===== config.mk =====
export PLATFORM = sky130hd
export DESIGN_NAME = prom_fuse_programmer
export DESIGN_NICKNAME = d
export VERILOG_FILES = /design/src/common/prom_prog_pkg.sv /design/src/rtl/prom_fuse_programmer.sv
export SDC_FILE = /design/constraint.sdc
export NUM_CORES = 1
export LEC_CHECK = 0
export CAP_MARGIN = 5
export CORE_MARGIN = 3
export CORE_UTILIZATION = 68
export DETAILED_ROUTE_END_ITERATION = 16
export DONT_BUFFER_PORTS = 1
export PLACE_DENSITY = 0.84
export SETUP_SLACK_MARGIN = 0.1
export SYNTH_ARGS = -nofsm -noshare
export SYNTH_HDL_FRONTEND = slang
export SYNTH_SLANG_ARGS = --single-unit
export TNS_END_PERCENT = 100

===== constraint.sdc =====
create_clock -name i_clk -period 9.22 [get_ports i_clk]
set_clock_uncertainty 0.1 [all_clocks]
set_input_delay 1.383 -clock i_clk [delete_from_list [all_inputs] [get_ports i_clk]]
set_output_delay 1.383 -clock i_clk [all_outputs]
set_load 0.02 [all_outputs]

===== src/common/prom_prog_pkg.sv =====
// constants, states and carriers for the registered prom fuse programmer
package prom_prog_pkg;
  localparam int ADDR_W = 10;
  localparam int DATA_W = 8;
  localparam int BIT_W = 3;
  localparam int CLK_MHZ = 125;
  localparam int PULSE_US = 10;
  localparam int PULSE_CYC = PULSE_US * CLK_MHZ;
  localparam int SETTLE_US = 5;
  localparam int SETTLE_CYC = SETTLE_US * CLK_MHZ;
  localparam int GAP_NS = 104;
  localparam int GAP_CYC = (GAP_NS + 7) / 8;
  localparam int MAX_TRIES = 10;
  localparam int EXTRA_PULSES = 5;
  localparam int DUTY_PCT = 25;
  localparam int DUTY_MULT = 100 / DUTY_PCT - 1;
  localparam int CNT_W = 16;
  localparam int CNT_RST = 0;
  localparam logic [ADDR_W-1:0] INIT_ADDR = 10'h0200;

  typedef enum logic [10:0] {
    ST_IDLE = 11'h001,
    ST_SETUP = 11'h002,
    ST_RAISE = 11'h004,
    ST_PULSE = 11'h008,
    ST_DROP = 11'h010,
    ST_VLOW = 11'h020,
    ST_VHIGH = 11'h040,
    ST_CHECK = 11'h080,
    ST_COOL = 11'h100,
    ST_DONE = 11'h200,
    ST_FAIL = 11'h400
  } prog_state_e;

  typedef struct packed {
    logic [ADDR_W-1:0] addr;
    logic init_n;
    logic oe_n;
    logic reg_clk;
    logic vcc_prog;
    logic vcc_vlow;
    logic vcc_vhigh;
    logic [DATA_W-1:0] out_prog;
  } pin_drive_s;

  typedef struct packed {
    prog_state_e state;
    pin_drive_s pins;
    logic [BIT_W-1:0] bit_sel;
    logic [CNT_W-1:0] timer;
    logic [CNT_W+2:0] cool;
    logic [3:0] tries;
    logic [2:0] extras;
    logic verified;
    logic sample_ok;
    logic busy;
    logic done;
    logic fail;
    logic [DATA_W-1:0] sync_a;
    logic [DATA_W-1:0] sync_b;
  } prog_s;
endpackage


===== src/rtl/prom_fuse_programmer.sv =====
// fuse programming sequencer for one bit of a registered bipolar prom
// Function
// - enable pulse of 10 us with outputs enabled is the programming pulse
// - drop output programming level, then verify at low and high supply
// - a rising register clock edge precedes every verification read
// - keep device enabled while verification reads are sensed
// - repeat supply, output, pulse sequence up to ten attempts
// - initialize input low selects the initialize word as target
// - initialize input driven from inverted upper address bit, word at 512
// - five extra programming pulses after the bit verifies
// - whole sequence runs separately for every bit to become high
// - supply at programming level at most 25 percent of time
// - read back full memory after programming is recommended
// - programming level on one output only, others left open
// - address present and enable held high before supply rises
`timescale 1ns/10ps
`default_nettype none
module prom_fuse_programmer
  import prom_prog_pkg::*;
(
  input wire logic i_clk,
  input wire logic i_rst,
  input wire logic i_start,
  input wire logic [prom_prog_pkg::ADDR_W-1:0] i_addr,
  input wire logic [prom_prog_pkg::BIT_W-1:0] i_bit,
  input wire logic [prom_prog_pkg::DATA_W-1:0] i_prom_q,
  output logic [prom_prog_pkg::ADDR_W-1:0] o_addr,
  output logic o_init_n,
  output logic o_oe_n,
  output logic o_reg_clk,
  output logic o_vcc_prog,
  output logic o_vcc_vlow,
  output logic o_vcc_vhigh,
  output logic [prom_prog_pkg::DATA_W-1:0] o_out_prog,
  output logic o_busy,
  output logic o_done,
  output logic o_fail
);
  import prom_prog_pkg::*;

  prog_s s_reg;
  prog_s s_next;
  logic sensed;

  // second synchroniser stage only; the first is never read by logic
  // whole bus is synchronised first, so no mux sits in front of the first stage
  assign sensed = s_reg.sync_b[s_reg.bit_sel];

  always_comb
  begin
    s_next = s_reg;
    s_next.done = 1'b0;
    s_next.sync_a = i_prom_q;
    s_next.sync_b = s_reg.sync_a;
    if (s_reg.cool != '0)
    begin
      s_next.cool = s_reg.cool - 1'b1;
    end
    if (s_reg.timer != '0)
    begin
      s_next.timer = s_reg.timer - 1'b1;
    end
    case (s_reg.state)
      ST_IDLE:
      begin
        s_next.pins.oe_n = 1'b1;
        if (i_start)
        begin
          s_next.pins.addr = i_addr;
          s_next.pins.init_n = ~i_addr[ADDR_W-1];
          s_next.bit_sel = i_bit;
          s_next.tries = '0;
          s_next.extras = '0;
          s_next.verified = 1'b0;
          s_next.busy = 1'b1;
          s_next.fail = 1'b0;
          s_next.timer = CNT_W'(GAP_CYC);
          s_next.state = ST_SETUP;
        end
      end
      ST_SETUP:
      begin
        // wait out the cool-down so supply duty stays within limit
        if (s_reg.timer == '0 && s_reg.cool == '0)
        begin
          s_next.pins.vcc_vlow = 1'b0;
          s_next.pins.vcc_vhigh = 1'b0;
          s_next.pins.vcc_prog = 1'b1;
          s_next.pins.out_prog = '0;
          s_next.pins.out_prog[s_reg.bit_sel] = 1'b1;
          s_next.timer = CNT_W'(SETTLE_CYC);
          s_next.state = ST_RAISE;
        end
      end
      ST_RAISE:
      begin
        if (s_reg.timer == '0)
        begin
          s_next.pins.oe_n = 1'b0;
          s_next.timer = CNT_W'(PULSE_CYC - 1);
          s_next.state = ST_PULSE;
        end
      end
      ST_PULSE:
      begin
        if (s_reg.timer == '0)
        begin
          s_next.pins.oe_n = 1'b1;
          s_next.pins.out_prog = '0;
          // each burst costs roughly its own length times three of rest
          s_next.cool = (CNT_W+3)'((SETTLE_CYC + PULSE_CYC + 2 * GAP_CYC) * DUTY_MULT);
          s_next.timer = CNT_W'(GAP_CYC);
          if (s_reg.verified)
          begin
            s_next.extras = s_reg.extras + 1'b1;
          end
          else
          begin
            s_next.tries = s_reg.tries + 1'b1;
          end
          s_next.state = ST_DROP;
        end
      end
      ST_DROP:
      begin
        if (s_reg.timer == '0)
        begin
          s_next.pins.vcc_prog = 1'b0;
          if (s_reg.verified)
          begin
            s_next.state = (s_reg.extras == 3'(EXTRA_PULSES)) ? ST_DONE : ST_SETUP;
          end
          else
          begin
            s_next.pins.vcc_vlow = 1'b1;
            s_next.pins.oe_n = 1'b0;
            s_next.sample_ok = 1'b1;
            s_next.timer = CNT_W'(SETTLE_CYC);
            s_next.state = ST_VLOW;
          end
        end
      end
      ST_VLOW, ST_VHIGH:
      begin
        // clock high mid-wait, then sample after settling and sync delay
        s_next.pins.reg_clk = (s_reg.timer < CNT_W'(SETTLE_CYC / 2));
        if (s_reg.timer == '0)
        begin
          s_next.sample_ok = s_reg.sample_ok & sensed;
          s_next.pins.reg_clk = 1'b0;
          if (s_reg.state == ST_VLOW)
          begin
            s_next.pins.vcc_vlow = 1'b0;
            s_next.pins.vcc_vhigh = 1'b1;
            s_next.timer = CNT_W'(SETTLE_CYC);
            s_next.state = ST_VHIGH;
          end
          else
          begin
            s_next.state = ST_CHECK;
          end
        end
      end
      ST_CHECK:
      begin
        s_next.pins.oe_n = 1'b1;
        s_next.pins.vcc_vhigh = 1'b0;
        if (s_reg.sample_ok)
        begin
          s_next.verified = 1'b1;
          s_next.state = ST_SETUP;
        end
        else if (s_reg.tries == 4'(MAX_TRIES))
        begin
          s_next.state = ST_FAIL;
        end
        else
        begin
          s_next.state = ST_SETUP;
        end
      end
      ST_DONE:
      begin
        s_next.busy = 1'b0;
        // caller starts its full-array readback from this pulse
        s_next.done = 1'b1;
        s_next.state = ST_IDLE;
      end
      ST_FAIL:
      begin
        s_next.busy = 1'b0;
        s_next.done = 1'b1;
        s_next.fail = 1'b1;
        s_next.state = ST_IDLE;
      end
      default:
      begin
        s_next.state = ST_IDLE;
      end
    endcase
  end

  always_ff @(posedge i_clk or posedge i_rst)
  begin
    if (i_rst)
    begin
      s_reg <= '0;
      s_reg.state <= ST_IDLE;
      s_reg.pins.oe_n <= 1'b1;
      s_reg.pins.init_n <= 1'b1;
    end
    else
    begin
      s_reg <= s_next;
    end
  end

  assign o_addr = s_reg.pins.addr;
  assign o_init_n = s_reg.pins.init_n;
  assign o_oe_n = s_reg.pins.oe_n;
  assign o_reg_clk = s_reg.pins.reg_clk;
  assign o_vcc_prog = s_reg.pins.vcc_prog;
  assign o_vcc_vlow = s_reg.pins.vcc_vlow;
  assign o_vcc_vhigh = s_reg.pins.vcc_vhigh;
  assign o_out_prog = s_reg.pins.out_prog;
  assign o_busy = s_reg.busy;
  assign o_done = s_reg.done;
  assign o_fail = s_reg.fail;
endmodule
`default_nettype wire


======== Word level (Yosys, flattened, before mapping) ========
Index checks and enable logic that the tools add are counted.
operators by class
  add/subtract/negate cells ............... 4
  $lt $le $gt $ge ......................... 3
  eq/ne operators ......................... 23
  muxes and demuxes ....................... 58
  bitwise logic cells ..................... 2
  reduce and logical (&&, ||, !) cells .... 32
operators by type and width
  cell                                                                     count
  16-bit two-way mux                                                       8
  16-bit one-hot mux with 6 select lines                                   1
  11-bit two-way mux                                                       8
  11-bit one-hot mux with 7 select lines                                   1
  42-bit two-way mux                                                       1
  19-bit two-way mux                                                       2
  8-bit two-way mux                                                        3
  22-bit two-way mux                                                       1
  2-bit inequality test (second input constant)                            11
  10-bit two-way mux                                                       2
  19-bit zero test                                                         1
  19-bit nonzero test                                                      1
  19-bit by 1-bit subtractor with 19-bit output (second input constant)    1
  16-bit zero test                                                         1
  16-bit by 9-bit < comparator with 1-bit output (second input constant)   1
  8-bit one-hot mux with 2 select lines                                    1
  4-bit AND reduction                                                      4
  16-bit nonzero test                                                      1
  16-bit by 1-bit subtractor with 16-bit output (second input constant)    1
  1-bit two-way mux                                                        14
  7-bit one-hot mux with 2 select lines                                    1
  2-bit nonzero test                                                       7
  6-bit AND reduction                                                      2
  11-bit by 1-bit equality test with 1-bit output (second input constant)  1
  other kinds (32)                                                         47
storage, ports and cells
  flip-flop bits (word level) ............. 101
  bits of input ports ..................... 24
  output and inout port bits .............. 27
  word-level logic and storage cells ...... 143

======== Longest topological paths before layout ========
  depth after elaboration ................. 6
  mapped depth ............................ 11
  gate-level depth less buffers ........... 10

======== Worst setup path before layout ========
OpenSTA, ideal clock, no wires.
  path type ............................... input-to-reg
  start ................................... in i_start
  end ..................................... reg s_reg[96] (netlist name)
  setup time .............................. 0.125 ns
  arrival ................................. 2.854 ns
  data required time ...................... 8.995 ns
  setup slack ............................. 6.141 ns
  stages on the path ...................... 4
  buffers on the path ..................... 0
  cells stage by stage .................... or4b_2 or3_1 o21ai_1 mux2_4
between the ends
  word-level cells in the longest chain between the ends .. 2
RTL lines
  what                             RTL line                     text
  start, declared                  prom_fuse_programmer.sv:23   input wire logic i_start,
  2-bit inequality test (no line)  --
  6-bit AND reduction (no line)    --
  end signal, assigned             prom_fuse_programmer.sv:214  s_reg <= s_next;
  end, declared                    prom_fuse_programmer.sv:41   prog_s s_reg;
Every way passes these cells.
A chain may end at the register's enable or synchronous reset.

======== Worst setup path in the final report ========
  start ................................... reg s_reg[56] (netlist name)
  end ..................................... reg s_reg[21] (netlist name)
between the ends
  word-level cells in the longest chain between the ends .. 3
RTL lines
  what                             RTL line                     text
  16-bit zero test                 prom_fuse_programmer.sv:106  if (s_reg.timer == '0)
  2-bit inequality test (no line)  --
  4-bit AND reduction (no line)    --
Every way passes these cells.

==> results_dict.tcl <==
set metrics [dict create \
    ant_nets 0 \
    cts_resized 0 \
    tightest_slew_ns 1.17 \
    crit_type "flip-flop to flip-flop" \
    rows 30 \
    antenna_found_initial 0 \
    clk_path_buf_depth 2 \
    synth-seq-cells 100 \
    synth_top_area_cell "dfrtp_1" \
    critical_path.max_stage_delay_ns 0.65 \
    clockRootBuffer "clkbuf_8" \
    nNetsFinal 479 \
    drc_errors 0 \
    cp_data_arrival_time_ns 3.33 \
    first_global_vias 3407 \
    yosys_most_used_dff "dfrtp_1" \
    synth-edff-count 0 \
    critPathCaptureType "flip-flop" \
    rr_startpoint "s_reg[56]" \
    gp_congestion 0.919 \
    cp_max_fo 17 \
    rsz0062_at_grt "no" \
    vias 3491 \
    cp_cell_sequence "or4_4 -> or4_1 -> nor2_8 -> inv_2 -> nor2_2 -> nand3_1 -> mux2i_1" \
    finalHoldViolCount 0 \
    fmax_mhz 320 \
    wire_per_inst_um 17.4 \
    drt_pass1_iterations 4 \
    cts_inserted_buffers 9 \
    required_ns 9.42 \
    die_y_um 91.5 \
    min_path_cells 0 \
    maxSlewHeadroom_pct 21.8 \
    drive_above_1_share_pct 12.1 \
    syn_nets 503 \
    clkLatencyLatePin_ns 0.37 \
    grt_max_degree 67 \
    maxCapViolCount 0 \
    io_pins 51 \
    synth-seq-area-share_pct 50.5 \
    insertedDiodeCount 0 \
    maxSlewViolCount 0 \
    vdd_ir_drop_max_uv 166 \
    fin_crit_sh_pct 33.9 \
    min-delay-start "s_next[2]" \
    core_mm2 0.00694 \
    area_growth_pct 2.24 \
    avgViaCountPerCell 6.36 \
    setup.worst_path.start "s_reg[56]" \
    placed_area_mm2 0.00488 \
    synthesis.area_mm2 0.00497 \
    power_density_mw_per_mm2 275 \
    initial_utilization_pct 71.5 \
    largest_register_ff_count 65 \
    yosysUniqueCellTypes 70 \
    setup_viol_count_final 0 \
    cts_sinks 100 \
    h-tree-depth 3 \
    status "finished, final reports clean" \
    wl_um 9570 \
    rr_worst_depth 7 \
    async_flop_share_pct 100 \
    place_hpwl_um 6880 \
    grtUsageTotal_pct 24.4 \
    fin_setup_tns_ns 0 \
    ys_warn_count 0 \
    synthCells 472 \
    port_buffers 0 \
    startpoint_type "flip-flop" \
    grt_remaining_overflow 0 \
    min_period_ns 3.12 \
    worst_path_max_delay_cell "or4_1" \
    cts_tree "built" \
    synth_top_cell_area_share_pct 48.9 \
    fp.dieW_um 91.5 \
    avgSynthCellArea_um2 10.5 \
    hold_path_class "flip-flop to flip-flop" \
    cts.clk_slew.worst_paths_ns 0.11 \
    grt_pass1_wl_um 16400 \
    fin_area_mm2 0.00508 \
    die_area_mm2 0.00837 \
    postCtsSetupRepairBufs 0 \
    hold_buffers 0 \
    yosys-top-cells-area "dfrtp_1 (49%), mux2_2 (3.6%), nand2_1 (3.5%), buf_4 (2.9%), nor2_1 (2.9%)" \
    leakage_nw 2.20 \
    drt-initial-drc-count 257 \
]
-- final timing paths --
kind | to | slack (ns)
max | s_reg[21] | 6.10
max in group asynchronous | s_reg[55] | 7.12
min | s_reg[2] | 0.26
min in group asynchronous | s_reg[35] | 0.78
min reg2reg | s_reg[2] | 0.26
max reg2reg | s_reg[21] | 6.10
-- kinds of logic after synthesis --
group / share of synthesized area (%)
adder cells (fa/ha/maj): 1.76
multiplexers: 5.44
flip-flops: 50.5
AND/OR/NAND/NOR: 21.0
AO/OA/AOI/OAI: 11.1
XOR/XNOR: 4.94
buffers and inverters: 5.31
-- stage by stage --
stage | hold WS (ns) | total power, mW | std cells | util [%] | setup WS, ns
6_report | 0.258 | 1.40 | 549 | 73.1 | 6.10
3_3_place_gp | 0.233 | 1.10 | 533 | 70.3 | 6.04
2_1_floorplan | 0.231 | 1.07 | 472 | - | 5.12
5_1_grt | 0.276 | 1.49 | 549 | 73.1 | 5.91
4_1_cts | 0.261 | 1.40 | 549 | 73.1 | 6.11
3_5_place_dp | 0.236 | 1.12 | 533 | 70.3 | 6.02
-- synthesized netlist by cell type (3+ instances only) --
cell / instances
dfrtp_1: 97
nand2_1: 46
nor2_1: 38
buf_4: 19
nor3_1: 18
mux2_2: 16
a21oi_1: 15
xnor2_1: 15
nand3_1: 14
o21ai_0: 13
xor2_1: 13
clkbuf_1: 11
inv_1: 11
ha_1: 7
nand2b_1: 7
nand4_1: 7
o211ai_1: 7
o31ai_1: 7
or3_1: 7
and3_1: 6
nor2b_1: 6
o41ai_1: 6
or4_1: 6
buf_2: 4
nand4b_1: 4
nor3b_1: 4
nor4_1: 4
and2_1: 3
dfstp_2: 3
mux2i_1: 3
nor4b_1: 3
o2111ai_1: 3
o21ai_1: 3
-- power by group --
group / internal (mW) / switching (mW) / total (mW)
clock network: 0.108 / 0.166 / 0.274
logic: 0.193 / 0.234 / 0.427
registers: 0.545 / 0.150 / 0.695
-- area by class of cell --
| class | count | area (µm²) |
|---|---|---|
| multi-input combinational | 324 | 2200 |
| clock inverter | 7 | 76.3 |
| clock buffer | 9 | 124 |
| tap | 96 | 120 |
| inverter | 12 | 47.5 |
| timing repair buffer | 1 | 7.51 |
| fill | 519 | 1870 |
| sequential | 100 | 2510 |
-- worst max-delay path, delay by kind of cell, from the launching register on --
| family | cells | cell delay (ns) |
|---|---|---|
| flip-flops | 1 | 0.44 |
| buffers and inverters | 1 | 0.18 |
| AND/OR/NAND/NOR | 5 | 2.20 |
| multiplexers | 1 | 0.15 |
-- per-layer routing --
layer  global-route usage, %  share of wire (%)
met5                       0                  0
met4                    7.41                1.9
met3                    5.80                7.7
met2                    38.3                 48
met1                    33.9                 43
-- placed cells by master (no fill, tap or decap), types with 3 or more instances in the layout --
cell       count
inv_8          3
o21ai_0       13
o2111ai_1      3
and3_1         6
nand2b_1       7
clkbuf_8       9
mux2i_1        3
nor2b_1        6
mux2_2        16
nor3_1        18
o31ai_1        7
xnor2_1       15
dfrtp_1       97
nand3_1       14
nor4b_1        3
o211ai_1       7
nand4_1        7
nand4b_1       4
nand2_1       46
or4_1          6
nor4_1         4
dfstp_2        3
and2_1         3
ha_1           7
inv_1         10
nor3b_1        4
xor2_1        13
o21ai_1        3
nor2_1        38
a21oi_1       15
o41ai_1        6
or3_1          7
Power figures use the tool's default switching activity.
